### src/verilog/ldm_pkg.sv
// package for the lcd display mode control block
package ldm_pkg;
  localparam logic [15:0] MODE_OFFSET   = 16'hffe2;
  localparam logic [15:0] PANEL_OFFSET  = 16'hffe4;
  localparam logic [15:0] STATUS_OFFSET = 16'hffe8;
  localparam logic [7:0]  MODE_RESET    = 8'h00;
  localparam logic [7:0]  PANEL_RESET   = 8'h00;
  localparam int BPP_HI      = 7;
  localparam int BPP_LO      = 6;
  localparam int HIPERF_BIT  = 5;
  localparam int HALVE_BIT   = 4;
  localparam int BLANK_BIT   = 3;
  localparam int REPEAT_BIT  = 2;
  localparam int HWINV_BIT   = 1;
  localparam int SWINV_BIT   = 0;
  localparam int PANEL_ACTIVE_BIT = 7;
  localparam int PANEL_COLOR_BIT  = 5;
  localparam int PANEL_ROT_BIT    = 0;
  localparam logic [17:0] FRAME_LAST = 18'h3ffff;
  localparam logic [1:0]  AXI_OKAY   = 2'h0;
  localparam logic [1:0]  AXI_SLVERR = 2'h2;

  typedef enum logic [1:0] {
    ldm_bpp1, ldm_bpp2, ldm_bpp4, ldm_bpp8
  } ldm_bpp_t;

  typedef struct packed {
    logic       aw_hold;
    logic       w_hold;
    logic [15:0] awaddr;
    logic [31:0] wdata;
    logic [3:0] wstrb;
    logic       bvalid;
    logic [1:0] bresp;
    logic       rvalid;
    logic [1:0] rresp;
    logic [31:0] rdata;
  } ldm_bus_t;

  typedef struct packed {
    logic [7:0]  mode;
    logic [7:0]  panel;
    logic        half_ph;
    logic [2:0]  mdiv;
    logic [17:0] frame_cnt;
    logic        pattern_restart;
    logic        op_en;
    logic        mem_en;
    logic [15:0] pix_out;
  } ldm_core_t;
endpackage

### src/verilog/ldm_mode_ctrl.sv
// display mode control register bank with axi4-lite slave
// Behaviour
// mono depth codes 1,2,4 bpp; 11 reserved
// color depth codes 1,2,4,8 bpp
// memory clock pixel/8,/4,/2,/1 by depth
// high performance: memory clock equals pixel
// rotated mode ignores high performance
// host may toggle high performance around updates
// halve bit gives half input clock
// landscape pixel clock equals operating clock
// blank drives panel data low
// frame repeat counts to 3ffff, restarts pattern
// without repeat pattern never restarts
// passive hw invert follows panel bit eleven
// hw invert off makes bit eleven gpio
// sw invert selects inverse when hw off
// inversion applied after lookup table
// color bit picks gray or color depth
// hw invert only in passive panel mode
// reserved code leaves register state intact
// ratio changes are glitch free; lowering the ratio mid-count cuts that period short
module ldm_mode_ctrl #(
  parameter logic [17:0] FRAME_MAX = ldm_pkg::FRAME_LAST
) (
  input  wire logic        aclk,
  input  wire logic        aresetn,
  input  wire logic [15:0] s_axi_awaddr,
  input  wire logic        s_axi_awvalid,
  output logic             s_axi_awready,
  input  wire logic [31:0] s_axi_wdata,
  input  wire logic [3:0]  s_axi_wstrb,
  input  wire logic        s_axi_wvalid,
  output logic             s_axi_wready,
  output logic [1:0]       s_axi_bresp,
  output logic             s_axi_bvalid,
  input  wire logic        s_axi_bready,
  input  wire logic [15:0] s_axi_araddr,
  input  wire logic        s_axi_arvalid,
  output logic             s_axi_arready,
  output logic [31:0]      s_axi_rdata,
  output logic [1:0]       s_axi_rresp,
  output logic             s_axi_rvalid,
  input  wire logic        s_axi_rready,
  input  wire logic [15:0] lut_pixel,
  input  wire logic        lut_valid,
  input  wire logic        frame_start,
  input  wire logic        panel_data_bit_eleven,
  input  wire logic        general_io_four_out,
  input  wire logic        general_io_four_oe_n,
  output logic             general_io_four,
  output logic             panel_bit_eleven_out,
  output logic             panel_bit_eleven_oe_n,
  output logic [15:0]      panel_data_lines,
  output logic             op_clk_en,
  output logic             pix_clk_en,
  output logic             mem_clk_en,
  output logic [1:0]       bpp_mode,
  output logic             color_mode,
  output logic             depth_reserved,
  output logic             pattern_restart
);
  ldm_pkg::ldm_bus_t  bus_r, bus_nxt;
  ldm_pkg::ldm_core_t core_r, core_nxt;
  logic       op_en, mem_en;
  logic [3:0] ratio;
  logic       invert;
  logic       hw_inv_active;

  // memory to pixel ratio as a divisor
  function automatic logic [3:0] mem_divisor(input logic [7:0] m,
                                             input logic [7:0] p);
    logic [1:0] bpp;
    bpp = m[ldm_pkg::BPP_HI:ldm_pkg::BPP_LO];
    mem_divisor = 4'h1;
    if (p[ldm_pkg::PANEL_ROT_BIT]) begin
      mem_divisor = 4'h1;
    end else if (m[ldm_pkg::HIPERF_BIT]) begin
      mem_divisor = 4'h1;
    end else begin
      unique case (ldm_pkg::ldm_bpp_t'(bpp))
        ldm_pkg::ldm_bpp1: mem_divisor = 4'h8;
        ldm_pkg::ldm_bpp2: mem_divisor = 4'h4;
        ldm_pkg::ldm_bpp4: mem_divisor = 4'h2;
        ldm_pkg::ldm_bpp8: mem_divisor = 4'h1;
      endcase
    end
  endfunction

  // register decode used by both write and read paths
  function automatic logic [1:0] reg_sel(input logic [15:0] a);
    if (a == ldm_pkg::MODE_OFFSET) begin
      reg_sel = 2'h1;
    end else if (a == ldm_pkg::PANEL_OFFSET) begin
      reg_sel = 2'h2;
    end else if (a == ldm_pkg::STATUS_OFFSET) begin
      reg_sel = 2'h3;
    end else begin
      reg_sel = 2'h0;
    end
  endfunction

  assign ratio = mem_divisor(core_r.mode, core_r.panel);

  ldm_clock_div u_div (
    .aclk      (aclk),
    .aresetn   (aresetn),
    .halve     (core_r.mode[ldm_pkg::HALVE_BIT]),
    .mem_ratio (ratio),
    .op_en     (op_en),
    .mem_en    (mem_en)
  );

  // hardware invert only exists on passive panels
  assign hw_inv_active = core_r.mode[ldm_pkg::HWINV_BIT] &
                         ~core_r.panel[ldm_pkg::PANEL_ACTIVE_BIT];
  assign invert = hw_inv_active ? panel_data_bit_eleven
                : core_r.mode[ldm_pkg::SWINV_BIT];

  always_comb begin
    bus_nxt = bus_r;
    core_nxt = core_r;
    core_nxt.op_en = op_en;
    core_nxt.mem_en = mem_en;
    core_nxt.pattern_restart = 1'b0;
    // write address and data may come in either order
    if (s_axi_awvalid && !bus_r.aw_hold) begin
      bus_nxt.aw_hold = 1'b1;
      bus_nxt.awaddr = s_axi_awaddr;
    end
    if (s_axi_wvalid && !bus_r.w_hold) begin
      bus_nxt.w_hold = 1'b1;
      bus_nxt.wdata = s_axi_wdata;
      bus_nxt.wstrb = s_axi_wstrb;
    end
    if (bus_r.aw_hold && bus_r.w_hold && !bus_r.bvalid) begin
      bus_nxt.aw_hold = 1'b0;
      bus_nxt.w_hold = 1'b0;
      bus_nxt.bvalid = 1'b1;
      bus_nxt.bresp = ldm_pkg::AXI_OKAY;
      unique case (reg_sel(bus_r.awaddr))
        2'h1: begin
          // whole byte stored even for reserved depth code
          if (bus_r.wstrb[0]) begin
            core_nxt.mode = bus_r.wdata[7:0];
          end
        end
        2'h2: begin
          if (bus_r.wstrb[0]) begin
            core_nxt.panel = bus_r.wdata[7:0];
          end
        end
        2'h3: bus_nxt.bresp = ldm_pkg::AXI_OKAY;
        2'h0: bus_nxt.bresp = ldm_pkg::AXI_SLVERR;
      endcase
    end
    if (bus_r.bvalid && s_axi_bready) begin
      bus_nxt.bvalid = 1'b0;
    end
    if (s_axi_arvalid && !bus_r.rvalid) begin
      bus_nxt.rvalid = 1'b1;
      bus_nxt.rresp = ldm_pkg::AXI_OKAY;
      bus_nxt.rdata = 32'h0;
      unique case (reg_sel(s_axi_araddr))
        2'h1: bus_nxt.rdata = {24'h0, core_r.mode};
        2'h2: bus_nxt.rdata = {24'h0, core_r.panel};
        2'h3: bus_nxt.rdata = {10'h0, core_r.frame_cnt,
                               1'b0, invert, ratio[3:2]};
        2'h0: bus_nxt.rresp = ldm_pkg::AXI_SLVERR;
      endcase
    end else if (bus_r.rvalid && s_axi_rready) begin
      bus_nxt.rvalid = 1'b0;
    end
    // frame counter; without repeat the pattern simply keeps running
    if (frame_start) begin
      if (core_r.mode[ldm_pkg::REPEAT_BIT]) begin
        // limit is a parameter so a short wrap can be exercised
        if (core_r.frame_cnt == FRAME_MAX) begin
          core_nxt.frame_cnt = 18'h0;
          core_nxt.pattern_restart = 1'b1;
        end else begin
          core_nxt.frame_cnt = core_r.frame_cnt + 18'h1;
        end
      end else begin
        core_nxt.frame_cnt = core_r.frame_cnt + 18'h1;
      end
    end
    // inversion acts on the translated pixel, blank overrides all
    if (lut_valid) begin
      core_nxt.pix_out = invert ? ~lut_pixel : lut_pixel;
    end
    if (core_r.mode[ldm_pkg::BLANK_BIT]) begin
      core_nxt.pix_out = 16'h0;
    end
  end

  always_ff @(posedge aclk) begin
    if (!aresetn) begin
      bus_r <= '0;
      core_r <= '0;
    end else begin
      bus_r <= bus_nxt;
      core_r <= core_nxt;
    end
  end

  assign s_axi_awready = ~bus_r.aw_hold;
  assign s_axi_wready  = ~bus_r.w_hold;
  assign s_axi_bvalid  = bus_r.bvalid;
  assign s_axi_bresp   = bus_r.bresp;
  assign s_axi_arready = ~bus_r.rvalid;
  assign s_axi_rvalid  = bus_r.rvalid;
  assign s_axi_rdata   = bus_r.rdata;
  assign s_axi_rresp   = bus_r.rresp;

  assign panel_data_lines = core_r.pix_out;
  assign op_clk_en  = core_r.op_en;
  assign pix_clk_en = core_r.op_en;
  assign mem_clk_en = core_r.mem_en;
  assign bpp_mode   = core_r.mode[ldm_pkg::BPP_HI:ldm_pkg::BPP_LO];
  assign color_mode = core_r.panel[ldm_pkg::PANEL_COLOR_BIT];
  assign depth_reserved = ~color_mode & (bpp_mode == 2'h3);
  assign pattern_restart = core_r.pattern_restart;
  // pin is gpio unless hardware invert owns it as an input
  assign general_io_four = panel_data_bit_eleven;
  assign panel_bit_eleven_out = general_io_four_out;
  assign panel_bit_eleven_oe_n = hw_inv_active | general_io_four_oe_n;

  blank_low_a: assert property (@(posedge aclk)
    disable iff (!aresetn)
    core_r.mode[ldm_pkg::BLANK_BIT] |=> panel_data_lines == 16'h0)
    else $error("blank not low");
  hw_invert_a: assert property (@(posedge aclk)
    disable iff (!aresetn)
    lut_valid && hw_inv_active && panel_data_bit_eleven
    && !core_r.mode[ldm_pkg::BLANK_BIT]
    |=> panel_data_lines == ~$past(lut_pixel))
    else $error("hw invert");
  sw_invert_a: assert property (@(posedge aclk)
    disable iff (!aresetn)
    lut_valid && !hw_inv_active && !core_r.mode[ldm_pkg::BLANK_BIT]
    |=> panel_data_lines == ($past(core_r.mode[ldm_pkg::SWINV_BIT])
        ? ~$past(lut_pixel) : $past(lut_pixel)))
    else $error("sw invert");
  hiperf_ratio_a: assert property (@(posedge aclk)
    disable iff (!aresetn)
    core_r.mode[ldm_pkg::HIPERF_BIT] |-> ratio == 4'h1)
    else $error("hiperf ratio");
  depth_ratio_a: assert property (@(posedge aclk)
    disable iff (!aresetn)
    !core_r.mode[ldm_pkg::HIPERF_BIT]
    && !core_r.panel[ldm_pkg::PANEL_ROT_BIT]
    && bpp_mode == 2'h0 |-> ratio == 4'h8)
    else $error("depth ratio");
  depth2_ratio_a: assert property (@(posedge aclk)
    disable iff (!aresetn)
    !core_r.mode[ldm_pkg::HIPERF_BIT]
    && !core_r.panel[ldm_pkg::PANEL_ROT_BIT]
    && bpp_mode == 2'h1 |-> ratio == 4'h4)
    else $error("depth ratio two");
  depth4_ratio_a: assert property (@(posedge aclk)
    disable iff (!aresetn)
    !core_r.mode[ldm_pkg::HIPERF_BIT]
    && !core_r.panel[ldm_pkg::PANEL_ROT_BIT]
    && bpp_mode == 2'h2 |-> ratio == 4'h2)
    else $error("depth ratio four");
  depth8_ratio_a: assert property (@(posedge aclk)
    disable iff (!aresetn)
    !core_r.mode[ldm_pkg::HIPERF_BIT]
    && !core_r.panel[ldm_pkg::PANEL_ROT_BIT]
    && bpp_mode == 2'h3 |-> ratio == 4'h1)
    else $error("depth ratio eight");
  rotate_ratio_a: assert property (@(posedge aclk)
    disable iff (!aresetn)
    core_r.panel[ldm_pkg::PANEL_ROT_BIT] |-> ratio == 4'h1)
    else $error("rotate ratio");
  // a fresh memory period may never be cut to one cycle by a ratio write
  mem_period_a: assert property (@(posedge aclk)
    disable iff (!aresetn)
    mem_en && ratio != 4'h1 |=> !mem_en)
    else $error("memory period short");
  op_full_a: assert property (@(posedge aclk)
    disable iff (!aresetn)
    !core_r.mode[ldm_pkg::HALVE_BIT] |=> op_en)
    else $error("operating rate");
  repeat_wrap_a: assert property (@(posedge aclk)
    disable iff (!aresetn)
    frame_start && core_r.mode[ldm_pkg::REPEAT_BIT]
    && core_r.frame_cnt == FRAME_MAX
    |=> pattern_restart && core_r.frame_cnt == 18'h0)
    else $error("repeat wrap");
  restart_pulse_a: assert property (@(posedge aclk)
    disable iff (!aresetn)
    pattern_restart |=> !pattern_restart)
    else $error("restart twice");
  no_restart_a: assert property (@(posedge aclk)
    disable iff (!aresetn)
    !$past(core_r.mode[ldm_pkg::REPEAT_BIT]) |-> !pattern_restart)
    else $error("restart without repeat");
  frame_step_a: assert property (@(posedge aclk)
    disable iff (!aresetn)
    frame_start && !core_r.mode[ldm_pkg::REPEAT_BIT]
    |=> core_r.frame_cnt == 18'($past(core_r.frame_cnt) + 18'h1))
    else $error("frame step");
  gpio_drive_a: assert property (@(posedge aclk)
    disable iff (!aresetn)
    !hw_inv_active |-> panel_bit_eleven_oe_n == general_io_four_oe_n
    && panel_bit_eleven_out == general_io_four_out)
    else $error("gpio drive");
  pix_is_op_a: assert property (@(posedge aclk)
    disable iff (!aresetn)
    pix_clk_en == op_clk_en) else $error("pixel rate");
  slverr_data_a: assert property (@(posedge aclk)
    disable iff (!aresetn)
    s_axi_rvalid && s_axi_rresp == ldm_pkg::AXI_SLVERR
    |-> s_axi_rdata == 32'h0) else $error("error read data");
endmodule

### src/verilog/ldm_clock_div.sv
// clock enable divider for operating, pixel and memory rates
module ldm_clock_div (
  input  wire logic       aclk,
  input  wire logic       aresetn,
  input  wire logic       halve,
  input  wire logic [3:0] mem_ratio,
  output logic            op_en,
  output logic            mem_en
);
  typedef struct packed {
    logic       ph;
    logic [2:0] cnt;
    logic       op;
    logic       mem;
  } ldm_div_t;
  ldm_div_t st_r, st_nxt;

  always_comb begin
    st_nxt = st_r;
    st_nxt.ph = halve ? ~st_r.ph : 1'b0;
    st_nxt.op = ~halve | st_r.ph;
    st_nxt.mem = 1'b0;
    if (st_nxt.op) begin
      // ratio compared on every operating cycle, so lowering it wraps the count early and can cut a period short
      if (st_r.cnt >= 3'(mem_ratio - 4'h1)) begin
        st_nxt.cnt = 3'h0;
        st_nxt.mem = 1'b1;
      end else begin
        st_nxt.cnt = st_r.cnt + 3'h1;
      end
    end
  end

  always_ff @(posedge aclk) begin
    if (!aresetn) begin
      st_r <= '0;
    end else begin
      st_r <= st_nxt;
    end
  end

  assign op_en  = st_r.op;
  assign mem_en = st_r.mem;

  op_rate_a: assert property (@(posedge aclk) disable iff (!aresetn)
    halve && $past(halve) && op_en |=> !op_en) else $error("op rate");
endmodule

### config.mk
export PLATFORM = sky130hd
export DESIGN_NAME = ldm_mode_ctrl
export DESIGN_NICKNAME = d
export VERILOG_FILES = /design/src/verilog/ldm_pkg.sv /design/src/verilog/ldm_mode_ctrl.sv /design/src/verilog/ldm_clock_div.sv
export SDC_FILE = /design/constraint.sdc
export NUM_CORES = 1
export LEC_CHECK = 0
export BUFFER_PORTS_ARGS = -buffer_cell sky130_fd_sc_hd__buf_4
export CORE_MARGIN = 5
export CORE_UTILIZATION = 30
export CTS_BUF_LIST = sky130_fd_sc_hd__clkbuf_4 sky130_fd_sc_hd__clkbuf_8
export DETAILED_ROUTE_END_ITERATION = 10
export GPL_TIMING_DRIVEN = 0
export HOLD_SLACK_MARGIN = 0.05
export PLACE_DENSITY_LB_ADDON = 0.15
export SKIP_CTS_REPAIR_TIMING = 1
export SYNTH_ARGS = -nofsm -noshare
export SYNTH_HDL_FRONTEND = slang
export SYNTH_SLANG_ARGS = --single-unit
### constraint.sdc
create_clock -name aclk -period 2.6 [get_ports aclk]
set_input_delay 0.52 -clock aclk [delete_from_list [all_inputs] [get_ports aclk]]
set_output_delay 0.52 -clock aclk [all_outputs]
set_load 0.1 [all_outputs]
# Yosys cells after proc, flatten, opt, wreduce, memory -nomap -nowiden
# Index checks and enable logic that the tools add are counted.
# W data, S select, Z words.
[word_totals]
register_bits = 124
out_inout_bits = 68
wordCells = 99
[op_classes]
add_sub_neg = 3
n_lt_le_gt_ge = 1
n_eq_ne = 15
mux = 23
bitwise = 13
reduce_logical = 23
[op_table]
columns = ["operator", "n"]
rows = [
  ["$eq A16 B16 Y1 const B", 6],
  ["$pmux W22 S3", 1],
  ["$mux W18", 2],
  ["$mux W2", 10],
  ["$add A18 B1 Y18 const B", 1],
  ["$eq A18 B18 Y1 const B", 1],
  ["$mux W16", 1],
  ["$not A16 Y16", 1],
  ["$pmux W4 S4", 1],
  ["$eq A2 B2 Y1 const B", 5],
  ["$reduce_and A3 Y1", 3],
  ["$mux W4", 2],
  ["$not A1 Y1", 8],
  ["$logic_and A1 B1 Y1", 7],
  ["$eq A2 B1 Y1 const B", 3],
  ["$logic_not A2 Y1", 3],
  ["$reduce_or A2 Y1", 3],
  ["$mux W1", 5],
  ["$logic_not A1 Y1", 4],
  ["$reduce_and A2 Y1", 2],
  ["$add A3 B1 Y3 const B", 1],
  ["$ge A3 B3 Y1", 1],
  ["$mux W3", 1],
  ["$sub A3 B1 Y3 const B", 1],
  ["other kinds (3)", 5],
]

# Logic depth before layout (Yosys ltp)
[logic_depth]
ltp_word = 7
depth_mapped = 9

# Modules after synthesis
# A second synthesis with hierarchy kept.
[hier_totals]
hier_cells = 571
hier_area_um2 = 5097.4
[by_module_without_submodules]
columns = ["module", "instances", "cells_each", "area_per_inst_um2", "seq_area_each_um2"]
rows = [
  ["ldm_mode_ctrl", 1, 536, 4758.3, 2122.0],
  ["ldm_clock_div", 1, 35, 339.1, 120.1],
]

# Worst setup path before layout
# No wires, ideal clock.
[synth_timing]
path_kind = "reg-to-output"
from = "reg core_r, in the netlist color_mode"
to = "out depth_reserved"
arrival_ns = 2.069
required_time_ns = 2.080
slack_ns = 0.011
stages_incl_launch_ff = 2
path_cell_list = "dfxtp_1 > nor2_1"
[synth_via]
elab_chain_cells = 2
[synth_lines]
columns = ["element", "line", "rtl"]
rows = [
  ["start, declared", "ldm_mode_ctrl.sv:63", "ldm_pkg::ldm_core_t core_r, core_nxt;"],
  ["start signal, assigned", "ldm_mode_ctrl.sv:202", "core_r <= core_nxt;"],
  ["$not A1 Y1", "ldm_mode_ctrl.sv:221", "assign depth_reserved = ~color_mode & (bpp_mode == 2'h3);"],
  ["$and A1 B1 Y1", "ldm_mode_ctrl.sv:221", ""],
  ["end, declared", "ldm_mode_ctrl.sv:59", "output logic depth_reserved,"],
]
# Every way passes these cells.

# Worst setup path in the final report
[layout_timing]
from = "reg core_r, in the netlist bpp_mode[1]"
to = "reg u_div.st_r[4] (netlist bit)"
[layout_via]
elab_chain_cells = 7
[layout_lines]
columns = ["element", "line", "rtl"]
rows = [
  ["$eq A2 B2 Y1, or another cell as far along", "ldm_mode_ctrl.sv:80", "unique case (ldm_pkg::ldm_bpp_t'(bpp))"],
  ["$pmux W4 S4 (*)", "ldm_mode_ctrl.sv:80", ""],
  ["$mux W4 (*)", "ldm_mode_ctrl.sv:77", "end else if (m[ldm_pkg::HIPERF_BIT]) begin"],
  ["$mux W4 (*)", "ldm_mode_ctrl.sv:75", "if (p[ldm_pkg::PANEL_ROT_BIT]) begin"],
  ["$sub A3 B1 Y3 (*)", "ldm_clock_div.sv:25", "if (st_r.cnt >= 3'(mem_ratio - 4'h1)) begin"],
  ["$ge A3 B3 Y1 (*)", "ldm_clock_div.sv:25", ""],
  ["$mux W3 (*)", "ldm_clock_div.sv:25", ""],
  ["end signal, assigned", "ldm_clock_div.sv:38", "st_r <= st_nxt;"],
  ["end, declared", "ldm_clock_div.sv:16", "ldm_div_t st_r, st_nxt;"],
]
# Mark *: on every way between the ends. The rest lies on a longest branch, timed or not.
# A chain may end at the register's enable or synchronous reset.

==> impl_metrics.csv <==
group,metric,value,unit
status,outcome,"complete, no violations",
floorplan,floorplan.die.width,140,um
synthesis,synth_ff_type,"dfxtp_1",
cts,clock_sink_count,112,
synthesis,synth_enable_flop_cells,0,
final_layout,layout.cells.most_common_list,"buf_4, dfxtp_1, nand2_1, nor2_1, a21oi_1",
cts,cts_root_buf,"clkbuf_8",
routing,detailedRoute.firstIterationViolations,234,
final_layout,final-instance-count-excl-fill,939,
timing,setup_viol_count_final,0,
floorplan,initial_utilization,30.7,%
pwr,seqPwrFrac,50.0,%
final_layout,mostFrequentLayoutCell,"buf_4",
setup_path,critical_path_arrival,2670,ps
job,cap_viol_max_count,0,
pwr,p_int,2.54,mW
placement,port-buffer-count,122,
synthesis,post_synthesis_instance_area,5110,sq um
synthesis,syn-instance-count,570,
pwr,p_comb_share,17.5,%
cts,cts-root-to-sink-buffers,2,
synthesis,post_synth_num_cell_types,58,
synthesis,synth-seq-area-share,43.9,%
timing,fin_crit_sh,90.9,%
pwr,power.density,550,nW/um^2
final_layout,num_antenna_cells,0,
setup_path,critical_path.max_fanout,8,
timing,fin_worst_skew,13.1,ps
routing,detail-route-antenna-nets,0,
final_layout,design.final.nets,816,
timing,rsz0062_at_grt,"false",
setup_path,crit_required,2900,ps
pwr,switching_power,1.07,mW
routing,drc_errors,0,
synthesis,synth-warning-count,0,
pwr,p_sw_share,29.6,%
global_routing,grt_pass1_vias,4256,
floorplan,core_area,16600,sq um
global_routing,wire_length_of_the_first_global_routing_pass,21.2,mm
placement,placed_cells,923,
routing,wl_per_cell,13.8,um
pwr,power_frac_clock,32.5,%
synthesis,yosys_register_bits,112,
timing,maxSlewViolCount,0,
floorplan,design.portCount,164,
global_routing,groute.usage.overall,13.1,%
placement,globalplace.congestion,0.827,
final_layout,drive_gt1_share,29.9,%
cts,tritoncts,"built",
routing,number_of_vias_per_cell_after_detailed_routing,4.50,
synthesis,synthArstFlopShare,0,%
routing,vias,4228,
setup_path,endpoint_kind,"flip-flop",
cts,clk_transition_reported_paths,100,ps
floorplan,placementRows,47,
final_layout,synthToLayoutAreaGrowth,28.6,%
cts,cts.htree.levels,3,
pwr,max-vdd-ir-drop,0.309,mV
synthesis,syn_area_per_cell,8.96,sq um
global_routing,grt_antenna_before_repair,0,
floorplan,die_area,19700,sq um
cts,cts-buffers-inserted,9,
hold_path,worst_hold_path_type,"primary input to flip-flop",
timing,setup_tns,0,ps
setup_path,worst_setup_path_start_kind,"flip-flop",
global_routing,grt_max_degree,19,
routing,drtPass1Iterations,4,
timing,timing_hold_violations_final,0,
pwr,static_leakage,2.86,nW
placement,hpwl,10.0,mm
routing,routed_wire_length,12.9,mm
timing,worstMarginPinSlew,760,ps
timing,timing.max_slew.rel_slack,49.2,%
timing,post-route-min-period,2360,ps
timing,max_freq,423,MHz
floorplan,die_height,140,um
global_routing,grt_overflow_total,0,
cts,clock_latency,380,ps
setup_path,timing_worst_setup_path_type,"flip-flop to flip-flop",
metrics by stage:
stage | cell area [sq um] | power [mW] | hold WS [ps] | setup WS [ps] | util, %
finish | 6570 | 3.61 | 319 | 236 | 39.5
floorplan | 5150 | 2.30 | 412 | 10.5 | -
global route | 6570 | 3.77 | 319 | 53.4 | 39.5
CTS | 6570 | 3.66 | 293 | 214 | 39.5
detailed placement | 6340 | 2.48 | 432 | 234 | 38.1
global placement | 6340 | 2.47 | 422 | 337 | 38.1
cell usage after synthesis (2+ instances only):
cell | n | area, sq um
xnor2_1 | 24 | 210
nor4_1 | 3 | 18.8
nor2b_1 | 6 | 37.5
nand3b_1 | 4 | 30.0
buf_4 | 59 | 443
nand4b_1 | 4 | 35.0
a31oi_1 | 2 | 12.5
buf_2 | 4 | 20.0
dfxtp_1 | 112 | 2240
a32oi_1 | 15 | 131
nand4_1 | 12 | 75.1
o21ai_0 | 14 | 70.1
a21oi_1 | 35 | 175
a211oi_1 | 2 | 15.0
a22o_1 | 21 | 184
clkbuf_1 | 16 | 60.1
inv_1 | 8 | 30.0
xor2_1 | 8 | 70.1
nor4_4 | 2 | 42.5
mux2i_1 | 16 | 160
buf_1 | 2 | 7.51
nor2_1 | 41 | 154
ha_1 | 6 | 75.1
nand2_1 | 99 | 372
and2_1 | 3 | 18.8
nand3_2 | 2 | 20.0
nand2b_1 | 2 | 12.5
or3_1 | 2 | 12.5
a22oi_1 | 7 | 52.6
nor3b_1 | 2 | 15.0
nand3_1 | 4 | 20.0
nor3_1 | 5 | 25.0
nor4bb_1 | 2 | 20.0
and4_1 | 2 | 17.5
logic make-up after synthesis:
family / Yosys count / synth area share, %
DFF: 112 / 43.9
other: 1 / 0.0734
buffers and inverters: 91 / 11.3
adders and majority gates: 6 / 1.47
and+or+nand+nor: 207 / 20.4
muxes: 17 / 3.58
xor gates and xnor gates: 32 / 5.49
AOI/OAI and AO/OA: 104 / 13.8
worst paths after layout:
kind                                endpoint                     start  slack, ps  cells past startpoint
hold reg to reg         op_clk_en$_SDFF_PN0_    u_div.op_en$_SDFF_PN0_        450                      1
hold / removal     s_axi_rvalid$_SDFFE_PN0P_              s_axi_rready        320                      2
setup / recovery  u_div.st_r[4]$_SDFFE_PN0N_  bpp_mode[1]$_SDFFE_PN0P_        240                      8
setup reg to reg  u_div.st_r[4]$_SDFFE_PN0N_  bpp_mode[1]$_SDFFE_PN0P_        240                      8
cell type report:
type	instances	area [sq um]
sequential	112	2240
buffer	82	542
timing repair buffer	122	916
clock inverter	6	92.6
clock buffer	10	138
inverter	9	33.8
multi-input combinational	378	2330
fill	1723	10100
tap	220	275
registers in the layout, summed over array words and instances (netlist names):
| name | count |
|---|---|
| s_axi_rdata | 22 |
| panel_data_lines | 16 |
| u_div.st_r | 4 |
| color_mode | 1 |
| s_axi_bvalid | 1 |
| bpp_mode | 2 |
| bus_r | 27 |
| s_axi_bresp | 1 |
| s_axi_rresp | 1 |
| pattern_restart | 1 |
| mem_clk_en | 1 |
| op_clk_en | 1 |
| s_axi_rvalid | 1 |
| u_div.op_en | 1 |
| u_div.mem_en | 1 |
| core_r | 31 |
power groups by stage:
stage | logic [mW] | clock network, mW | registers, mW
floorplan | 0.446 | 0 | 1.85
global placement | 0.629 | 0 | 1.84
detailed placement | 0.637 | 0 | 1.85
CTS | 0.638 | 1.22 | 1.81
global route | 0.678 | 1.28 | 1.81
finish | 0.633 | 1.17 | 1.81
worst max-delay path: stages, from the launching register on:
cell and delay (ps):
dfxtp_1 430, a211oi_1 440, ha_1 240, xnor2_1 130
ha_1 260, a21o_1 180, a31oi_1 310, o21ai_0 150
a21oi_1 160
per-layer routing:
metal / vias to the layer above / global-route usage, % / wire length, um
met5: - / 0 / 0
met4: 0 / 5.05 / 235
met3: 13 / 2.62 / 750
met2: 102 / 21.1 / 6000
met1: 1923 / 17.3 / 5930
li1: 2190 / - / -
(Power assumes the default switching activity.)
